===== src/include/osw_pkg.sv =====
// Constants, types and register map of the oscillator switch control block
//
// Summary of operation
// - Clock-fail flag sets on monitor failure, stays set until software clears it.
// - Secondary oscillator enable bit: write 1 enables, write 0 disables the oscillator.
// - Switch request starts switch to selected source; hardware clears it when done.
// - Control register writes take effect only after the unlock key sequence.
// - Control register returns to reset values only on power-on reset.
package osw_pkg;

  // Register byte offsets on the bus
  localparam logic [7:0] OSW_CTRL_OFS = 8'h00;
  localparam logic [7:0] OSW_KEY_OFS  = 8'h04;

  // Control register field positions
  localparam int OSW_SWREQ_BIT  = 0;
  localparam int OSW_LPOSC_BIT  = 1;
  localparam int OSW_CFAIL_BIT  = 3;
  localparam int OSW_NOSC_LSB   = 8;
  localparam int OSW_CUR_LSB    = 12;
  localparam int OSW_SEL_W      = 3;

  // Power-on values of the control register fields
  localparam logic [2:0] OSW_NOSC_RST  = 3'h0;
  localparam logic       OSW_LPOSC_RST = 1'b0;
  localparam logic       OSW_SWREQ_RST = 1'b0;
  localparam logic       OSW_CFAIL_RST = 1'b0;

  // Unlock keys, written in this order to the key register
  localparam logic [15:0] OSW_KEY1 = 16'h5a3c;
  localparam logic [15:0] OSW_KEY2 = 16'hc3a5;

  // AHB transfer type bit that marks NONSEQ or SEQ
  localparam int OSW_HTRANS_ACT = 1;

  // Unlock sequencer states
  typedef enum logic [1:0] {
    OSW_LK_IDLE = 2'b00,
    OSW_LK_HALF = 2'b01,
    OSW_LK_OPEN = 2'b10
  } osw_lock_t;

  // Address phase captured for the data phase
  typedef struct packed {
    logic       wr;
    logic       rd;
    logic [7:0] ofs;
  } osw_xfer_t;

endpackage


===== src/osw_unlock.sv =====
// Unlock key sequencer that gates writes to the oscillator control register
`timescale 1ns/10ps
module osw_unlock import osw_pkg::*; (
  // Clock and reset
  input  wire logic        hclk,
  input  wire logic        hresetn,
  // Write events from the bus slave
  input  wire logic        wr_any,
  input  wire logic        wr_key,
  input  wire logic [15:0] key_data,
  // Sequencer state
  output osw_lock_t        lock_state
);

  osw_lock_t state_q;
  osw_lock_t state_d;

  // Any write that breaks the key pair, or consumes the opening, relocks
  always_comb begin
    state_d = state_q;
    if (wr_any) begin
      case (state_q)
        OSW_LK_IDLE: begin
          state_d = (wr_key && key_data == OSW_KEY1) ? OSW_LK_HALF : OSW_LK_IDLE;
        end
        OSW_LK_HALF: begin
          state_d = (wr_key && key_data == OSW_KEY2) ? OSW_LK_OPEN : OSW_LK_IDLE;
        end
        OSW_LK_OPEN: begin
          state_d = (wr_key && key_data == OSW_KEY1) ? OSW_LK_HALF : OSW_LK_IDLE;
        end
        default: begin
          state_d = OSW_LK_IDLE;
        end
      endcase
    end
  end

  // State register
  always_ff @(posedge hclk or negedge hresetn) begin
    if (!hresetn) begin
      state_q <= OSW_LK_IDLE;
    end else begin
      state_q <= state_d;
    end
  end

  assign lock_state = state_q;

endmodule // osw_unlock


===== src/osw_osc_ctrl.sv =====
// Oscillator control register with unlock, switch request and clock-fail flag
//
// Design decisions made here: register access over AHB-Lite and the placing of the registers.
`timescale 1ns/10ps
module osw_osc_ctrl import osw_pkg::*; (
  // Clock and resets
  input  wire logic        hclk,
  input  wire logic        hresetn,
  input  wire logic        por_n,
  // AHB-Lite slave
  input  wire logic        hsel,
  input  wire logic [31:0] haddr,
  input  wire logic [1:0]  htrans,
  input  wire logic        hwrite,
  input  wire logic [2:0]  hsize,
  input  wire logic [31:0] hwdata,
  input  wire logic        hready,
  output logic             hreadyout,
  output logic [31:0]      hrdata,
  output logic             hresp,
  // Clock monitor and source multiplexer
  input  wire logic        clk_fail_detect,
  input  wire logic        switch_done,
  input  wire logic [2:0]  cur_osc_sel,
  // Oscillator controls
  output logic [2:0]       new_osc_select,
  output logic             osc_switch_request,
  output logic             secondary_osc_enable,
  output logic             clock_fail_flag
);

  // Bus state
  osw_xfer_t   xfer_q;
  osw_xfer_t   xfer_d;
  logic [31:0] rdata_q;
  logic [31:0] rdata_d;
  logic        ready_q;
  logic        resp_q;

  // Control register state, cleared by power-on reset only
  logic [2:0]  nosc_q;
  logic [2:0]  nosc_d;
  logic        lposc_q;
  logic        lposc_d;
  logic        swreq_q;
  logic        swreq_d;
  logic        cfail_q;
  logic        cfail_d;

  // Decoded data-phase writes
  logic        ctrl_wr;
  logic        key_wr;
  logic        ctrl_ok;
  osw_lock_t   lock_state;

  // Address phase capture; only whole-word accesses are expected
  always_comb begin
    xfer_d     = '0;
    xfer_d.ofs = haddr[7:0];
    if (hsel && hready && htrans[OSW_HTRANS_ACT]) begin
      xfer_d.wr = hwrite;
      xfer_d.rd = !hwrite;
    end
  end

  // Data phase decode
  always_comb begin
    ctrl_wr = 1'b0;
    key_wr  = 1'b0;
    if (xfer_q.wr && xfer_q.ofs == OSW_CTRL_OFS) begin
      ctrl_wr = 1'b1;
    end else if (xfer_q.wr && xfer_q.ofs == OSW_KEY_OFS) begin
      key_wr = 1'b1;
    end
  end

  // Control write lands only straight after a completed key pair
  assign ctrl_ok = ctrl_wr && (lock_state == OSW_LK_OPEN);

  // Key sequencer
  osw_unlock u_unlock (
    .hclk       (hclk),
    .hresetn    (hresetn),
    .wr_any     (xfer_q.wr),
    .wr_key     (key_wr),
    .key_data   (hwdata[15:0]),
    .lock_state (lock_state)
  );

  // Next values of the control fields
  always_comb begin
    nosc_d  = nosc_q;
    lposc_d = lposc_q;
    swreq_d = swreq_q;
    cfail_d = cfail_q;
    // Selection is frozen while a switch is in flight
    if (ctrl_ok && !swreq_q) begin
      nosc_d = hwdata[OSW_NOSC_LSB +: OSW_SEL_W];
    end
    if (ctrl_ok) begin
      lposc_d = hwdata[OSW_LPOSC_BIT];
    end
    // Software can only start a switch; the multiplexer ends it
    if (swreq_q && switch_done) begin
      swreq_d = 1'b0;
    end else if (ctrl_ok && hwdata[OSW_SWREQ_BIT]) begin
      swreq_d = 1'b1;
    end
    // Failure set wins over a clearing write in the same cycle
    if (clk_fail_detect) begin
      cfail_d = 1'b1;
    end else if (ctrl_ok && !hwdata[OSW_CFAIL_BIT]) begin
      cfail_d = 1'b0;
    end
  end

  // Control registers on the power-on reset alone
  always_ff @(posedge hclk or negedge por_n) begin
    if (!por_n) begin
      nosc_q  <= OSW_NOSC_RST;
      lposc_q <= OSW_LPOSC_RST;
      swreq_q <= OSW_SWREQ_RST;
      cfail_q <= OSW_CFAIL_RST;
    end else begin
      nosc_q  <= nosc_d;
      lposc_q <= lposc_d;
      swreq_q <= swreq_d;
      cfail_q <= cfail_d;
    end
  end

  // Control register read data built from next values so a read right after a write sees it; key reads show lock_state, or 0 behind a write
  always_comb begin
    rdata_d = 32'h0000_0000;
    if (xfer_d.rd && xfer_d.ofs == OSW_CTRL_OFS) begin
      rdata_d[OSW_SWREQ_BIT]                 = swreq_d;
      rdata_d[OSW_LPOSC_BIT]                 = lposc_d;
      rdata_d[OSW_CFAIL_BIT]                 = cfail_d;
      rdata_d[OSW_NOSC_LSB +: OSW_SEL_W]     = nosc_d;
      rdata_d[OSW_CUR_LSB +: OSW_SEL_W]      = cur_osc_sel;
    end else if (xfer_d.rd && xfer_d.ofs == OSW_KEY_OFS) begin
      rdata_d[1:0] = (xfer_q.wr) ? 2'h0 : lock_state;
    end
  end

  // Bus registers; zero wait states and always OKAY
  always_ff @(posedge hclk or negedge hresetn) begin
    if (!hresetn) begin
      xfer_q  <= '0;
      rdata_q <= 32'h0000_0000;
      ready_q <= 1'b0;
      resp_q  <= 1'b0;
    end else begin
      xfer_q  <= xfer_d;
      rdata_q <= rdata_d;
      ready_q <= 1'b1;
      resp_q  <= 1'b0;
    end
  end

  // Outputs straight from flip-flops
  assign hreadyout            = ready_q;
  assign hrdata               = rdata_q;
  assign hresp                = resp_q;
  assign new_osc_select       = nosc_q;
  assign osc_switch_request   = swreq_q;
  assign secondary_osc_enable = lposc_q;
  assign clock_fail_flag      = cfail_q;

  // Software keeps PLL-to-PLL switches routed via the fast RC source; not checked here

endmodule // osw_osc_ctrl


===== config.mk =====
export PLATFORM = sky130hd
export DESIGN_NAME = osw_osc_ctrl
export DESIGN_NICKNAME = d
export VERILOG_FILES = /design/src/include/osw_pkg.sv /design/src/osw_unlock.sv /design/src/osw_osc_ctrl.sv
export SDC_FILE = /design/constraint.sdc
export NUM_CORES = 1
export LEC_CHECK = 0
export ABC_AREA = 1
export BUFFER_PORTS_ARGS = -buffer_cell sky130_fd_sc_hd__buf_2
export CORE_MARGIN = 2
export CORE_UTILIZATION = 32
export DETAILED_ROUTE_END_ITERATION = 7
export PLACE_DENSITY = 0.82
export SLEW_MARGIN = 5
export SYNTH_ARGS = -nofsm -noshare
export SYNTH_HDL_FRONTEND = slang
export SYNTH_SLANG_ARGS = --single-unit

===== constraint.sdc =====
create_clock -name hclk -period 2.9 [get_ports hclk]
set_input_delay 0.58 -clock hclk [delete_from_list [all_inputs] [get_ports hclk]]
set_output_delay 0.58 -clock hclk [all_outputs]
set_load 0.005 [all_outputs]

Word level (Yosys, flattened, before mapping)
Cells that the tools add are included.

Input port bits: 80. Register bits: 27. Output and inout bits: 40. Logic and storage cells: 54.

Mux-type cells: 19. Reduce and logical (&&, ||, !) cells: 20. Eq/ne operators: 6.

Operator list (count): $eq A16 B15 Y1 const B (1); $eq A16 B16 Y1 const B (1); $eq A8 B3 Y1 const B (2); $logic_not A8 Y1 (2); $logic_and A1 B1 Y1 (13); $mux W1 (10); $mux W2 (5); $mux W3 (3); $pmux W2 S2 (1); $logic_not A1 Y1 (3); $eq A2 B1 Y1 const B (1); $eq A2 B2 Y1 const B (1); $logic_not A2 Y1 (1); $reduce_or A2 Y1 (1).

Logic depth before layout (Yosys ltp)
Word-level depth: 8. Depth in mapped cells: 8. Depth with buffers taken out: 8.

Hierarchy
Synthesis repeated with hierarchy kept, for this count alone.

Cells, all modules: 161. Area total of the unflattened synthesis: 1353.8 µm².

Modules (own cells, without submodules): osw_osc_ctrl (area each 1122.3 µm², seq. area each 625.6 µm², instances 1, cells an instance 114); osw_unlock (area each 231.5 µm², seq. area each 50.0 µm², instances 1, cells an instance 47).

Worst setup path after synthesis
Ideal clock, no wire load.

Path kind: input-to-reg. Start: in haddr[7]. End: reg rdata_q[0], in the netlist hrdata[0]. Setup time: 0.066 ns. Required time: 2.834 ns. Path buffers: 0. Data arrival time: 1.272 ns. Path slack: 1.562 ns. Cell stages on the path: 7. Cell sequence: nor2_1 > nand2_1 > nor3_2 > nand3_1 > inv_1 > nand2_1 > nand2_1.

Longest elaborated chain between the ends: 4. Elaborated cells between the ends (all ways): 6. Classes of those cells: eq/ne (1); mux (2); reduce/logical (3).

Ends and longest elaborated chain: from (decl) (RTL line osw_osc_ctrl.sv:12) `input wire logic [31:0] haddr,`; $eq A8 B3 Y1 (RTL line osw_osc_ctrl.sv:141) `end else if (xfer_d.rd && xfer_d.ofs == OSW_KEY_OFS) begin`; $logic_and A1 B1 Y1 (RTL line osw_osc_ctrl.sv:141); $mux W2 (RTL line osw_osc_ctrl.sv:141); $mux W2 (*) (RTL line osw_osc_ctrl.sv:135) `if (xfer_d.rd && xfer_d.ofs == OSW_CTRL_OFS) begin`; net rdata_d[0] (RTL line osw_osc_ctrl.sv:36) `logic [31:0] rdata_d;`; to (signal assigned) (RTL line osw_osc_ctrl.sv:155) `rdata_q <= rdata_d;`; to (decl) (RTL line osw_osc_ctrl.sv:35) `logic [31:0] rdata_q;`.

Mark *: on every way through the listed nets, which the timed path passes. The rest lies on a longest branch. A chain may end at the register's enable or synchronous reset.

Worst setup path after layout
Start: in haddr[7]. End: reg rdata_q[1], in the netlist hrdata[1].

The elaborated chain is that of the path after synthesis.

==> flow_summary.toml <==
[worst_setup_path]
critPathSlowestCell = "nand3_1"
rr_endpoint = "hrdata[9]$_DFF_PN0_"
crit_top_cell = "nand2_1"
critPathBufInv = 2
crit_fanout = 8
reg2reg_slack_ns = 1.66
worst-setup-path-type = "in2reg"
critPathLaunchType = "input port"
worstPathArrival_ns = 1.61
reg2reg_depth = 7
max_stage_delay_ns = 0.31
cp.required_ns = 3.11
cp_cell_sequence = "buf_2, nor2_1, nand2_1, nor3_2, nand3_1, inv_1, nand2_1, nand2_1"
endpoint_kind = "flip-flop"
worstReg2RegStart = "xfer_q[9]$_DFF_PN0_"
cpLargestDelayFamily = "simple AND/OR/NAND/NOR gates"

[logic_synthesis]
avgSynthCellArea_um2 = 8.862
seq_area_frac_synth = 0.5258
ys_warn_count = 0
synth_area_um2 = 1285
ys_ff_latch = 27
synth_top_area_frac = 0.5258
syn-instance-count = 145
synth_top_cells_by_area = "dfrtp_1 53%, buf_4 14%, nand2_1 6.4%, nor2_1 5.8%, nand3_1 4.7%"
synth_cell_types = 19
yosys.area.top_type = "dfrtp_1"

[cts]
cts_buffers = 3
clkTransAtPathRegs_ns = 0.09
cts_tree = "done"
post_cts_buffers = 0
insertion_delay_ns = 0.27
cts-resized-gates = 0
cts_hold_buf = 0
cts.path.max_buffers = 2
cts_sinks = 27
h-tree-depth = 1
clockRootBuffer = "clkbuf_8"

[timing]
rsz0062_at_grt = "no"
final.period_utilization = 0.4807
clock.fmax_mhz = 717.3
finalHoldViolCount = 0
maxSlewViolCount = 0
setup_ws_ns = 1.506
final-setup-viol-count = 0
fin_crit_ns = 1.394
tns_ns = 0
skew_ns = 0.009106

[global_route]
grt_pass1_wl_mm = 3.670
grt-ovfl-total = 0
grt_pass1_vias = 892
grt_max_degree = 22
grt_antenna_before_repair = 0
grt.total_usage = 0.1088

[routing]
firstDrtPassIters = 4
first_iter_violations = 49
drc = 0
routed_via_density = 4.185
ant_nets = 0
drt-total-wl_mm = 2.496
vias = 1042
post_drt_wl_per_cell_um = 10.02

[power_and_ir_drop]
p_leak_nw = 0.8588
vdd_drop_max_mv = 0.1705
power.total_mw = 0.6606
powerDensity_nw_per_um2 = 424.8

[final_layout]
instances_no_fill = 249
drive_gt1_frac = 0.3216
synthToLayoutAreaGrowth_pct = 21.03
fin_nets = 280
antenna_cells = 0
fin_area_um2 = 1555

[placed_design]
preCtsSetupSlack_ns = 1.207
placed_cells = 245
hpwlAfterDp_mm = 2.067
dpl_cell_area_um2 = 1509
routabilityCongestion = 0.7684
port_buffers = 51

[run]
drv_cap = 0

[worst_hold_path]
hp-class = "in2async"

[die]
rows = 23
coreArea_um2 = 3943
start_util = 0.3259
die_x_um = 67.37
dieArea_um2 = 4539
die_y_um = 67.37
io_pins = 120

[run_status]
outcome = "completed"
[kinds of logic (layout without fill, tap and decap cells)]
logic type             after synthesis  count (layout)  share of synthesized area
AND/OR/NAND/NOR                     70              70                     0.2580
other                                2              25                   0.005844
flip-flops                          27              27                     0.5258
buffers and inverters               40              71                     0.1869
AO/OA/AOI/OAI                        6               6                    0.02337
[cells in the final DEF, fill, tap and decap left out]
cell type / synthesis / final
a21oi_1: 4 / 4
buf_2: 0 / 51
clkbuf_8: 0 / 3
clkinv_2: 0 / 1
conb_1: 2 / 25
dfrtp_1: 27 / 27
inv_1: 15 / 15
inv_2: 1 / 1
nand2_1: 22 / 22
nand2_2: 1 / 1
nand3_1: 12 / 12
nand3_2: 1 / 1
nand3b_1: 1 / 1
nand4_1: 4 / 4
nor2_1: 20 / 20
nor2_2: 1 / 1
nor2_4: 1 / 1
nor3_1: 3 / 3
nor3_2: 2 / 2
o21ai_0: 2 / 2
or2_2: 2 / 2
[how the worst max path moves through the flow]
stage,endpoint,startpoint,cells after the start
6_report,hrdata[1]$_DFF_PN0_,haddr[7],8
3_3_place_gp,hrdata[9]$_DFF_PN0_,haddr[7],6
4_1_cts,hrdata[1]$_DFF_PN0_,haddr[7],8
2_1_floorplan,hrdata[0]$_DFF_PN0_,haddr[7],7
5_1_grt,hrdata[1]$_DFF_PN0_,haddr[7],8
3_5_place_dp,hrdata[1]$_DFF_PN0_,haddr[7],8
[final cells by class]
class / instances / area [um2]
clock inverters: 1 / 5.005
fillers: 424 / 2387
inverters: 16 / 60.06
well taps: 50 / 62.56
repair buffers: 51 / 255.2
clock buffers: 3 / 41.29
multi-input cells: 101 / 455.4
flip-flops and latches: 27 / 675.6
[flip-flops by register name, summed over array words and instances, names as in the netlist]
signal	flops
hrdata	9
new_osc_select	3
osc_switch_request	1
clock_fail_flag	1
xfer_q	9
secondary_osc_enable	1
u_unlock.lock_state	2
hreadyout	1
[synthesized netlist by cell type (all sizes together)]
library cell / number
nor3: 5
o21ai: 2
conb: 2
or2: 2
nor2: 22
nand4: 4
dfrtp: 27
nand2: 23
a21oi: 4
inv: 16
buf: 24
nand3b: 1
nand3: 13
[routing by layer]
layer	GRT usage	wire, um	part of all wire
met5	0	0	0
met4	0.06122	47	0.019
met3	0.03167	294	0.12
met2	0.1782	1111	0.45
met1	0.1272	1043	0.42
[power by group]
part / leakage (nW) / internal, mW / switching, mW / total (mW)
sequential: 0.330 / 0.385 / 0.00343 / 0.388
clock: 0.0255 / 0.0963 / 0.116 / 0.213
combinational: 0.504 / 0.0234 / 0.0365 / 0.0599
[stage by stage]
step / utilization / hold WS (ns)
3_3_place_gp: 0.3827 / 0.4121
6_report: 0.3945 / 0.1095
4_1_cts: 0.3945 / 0.1138
2_1_floorplan: - / 0.2844
5_1_grt: 0.3945 / 0.1117
3_5_place_dp: 0.3827 / 0.4159
No activity file was read; power rests on OpenSTA's default activity.
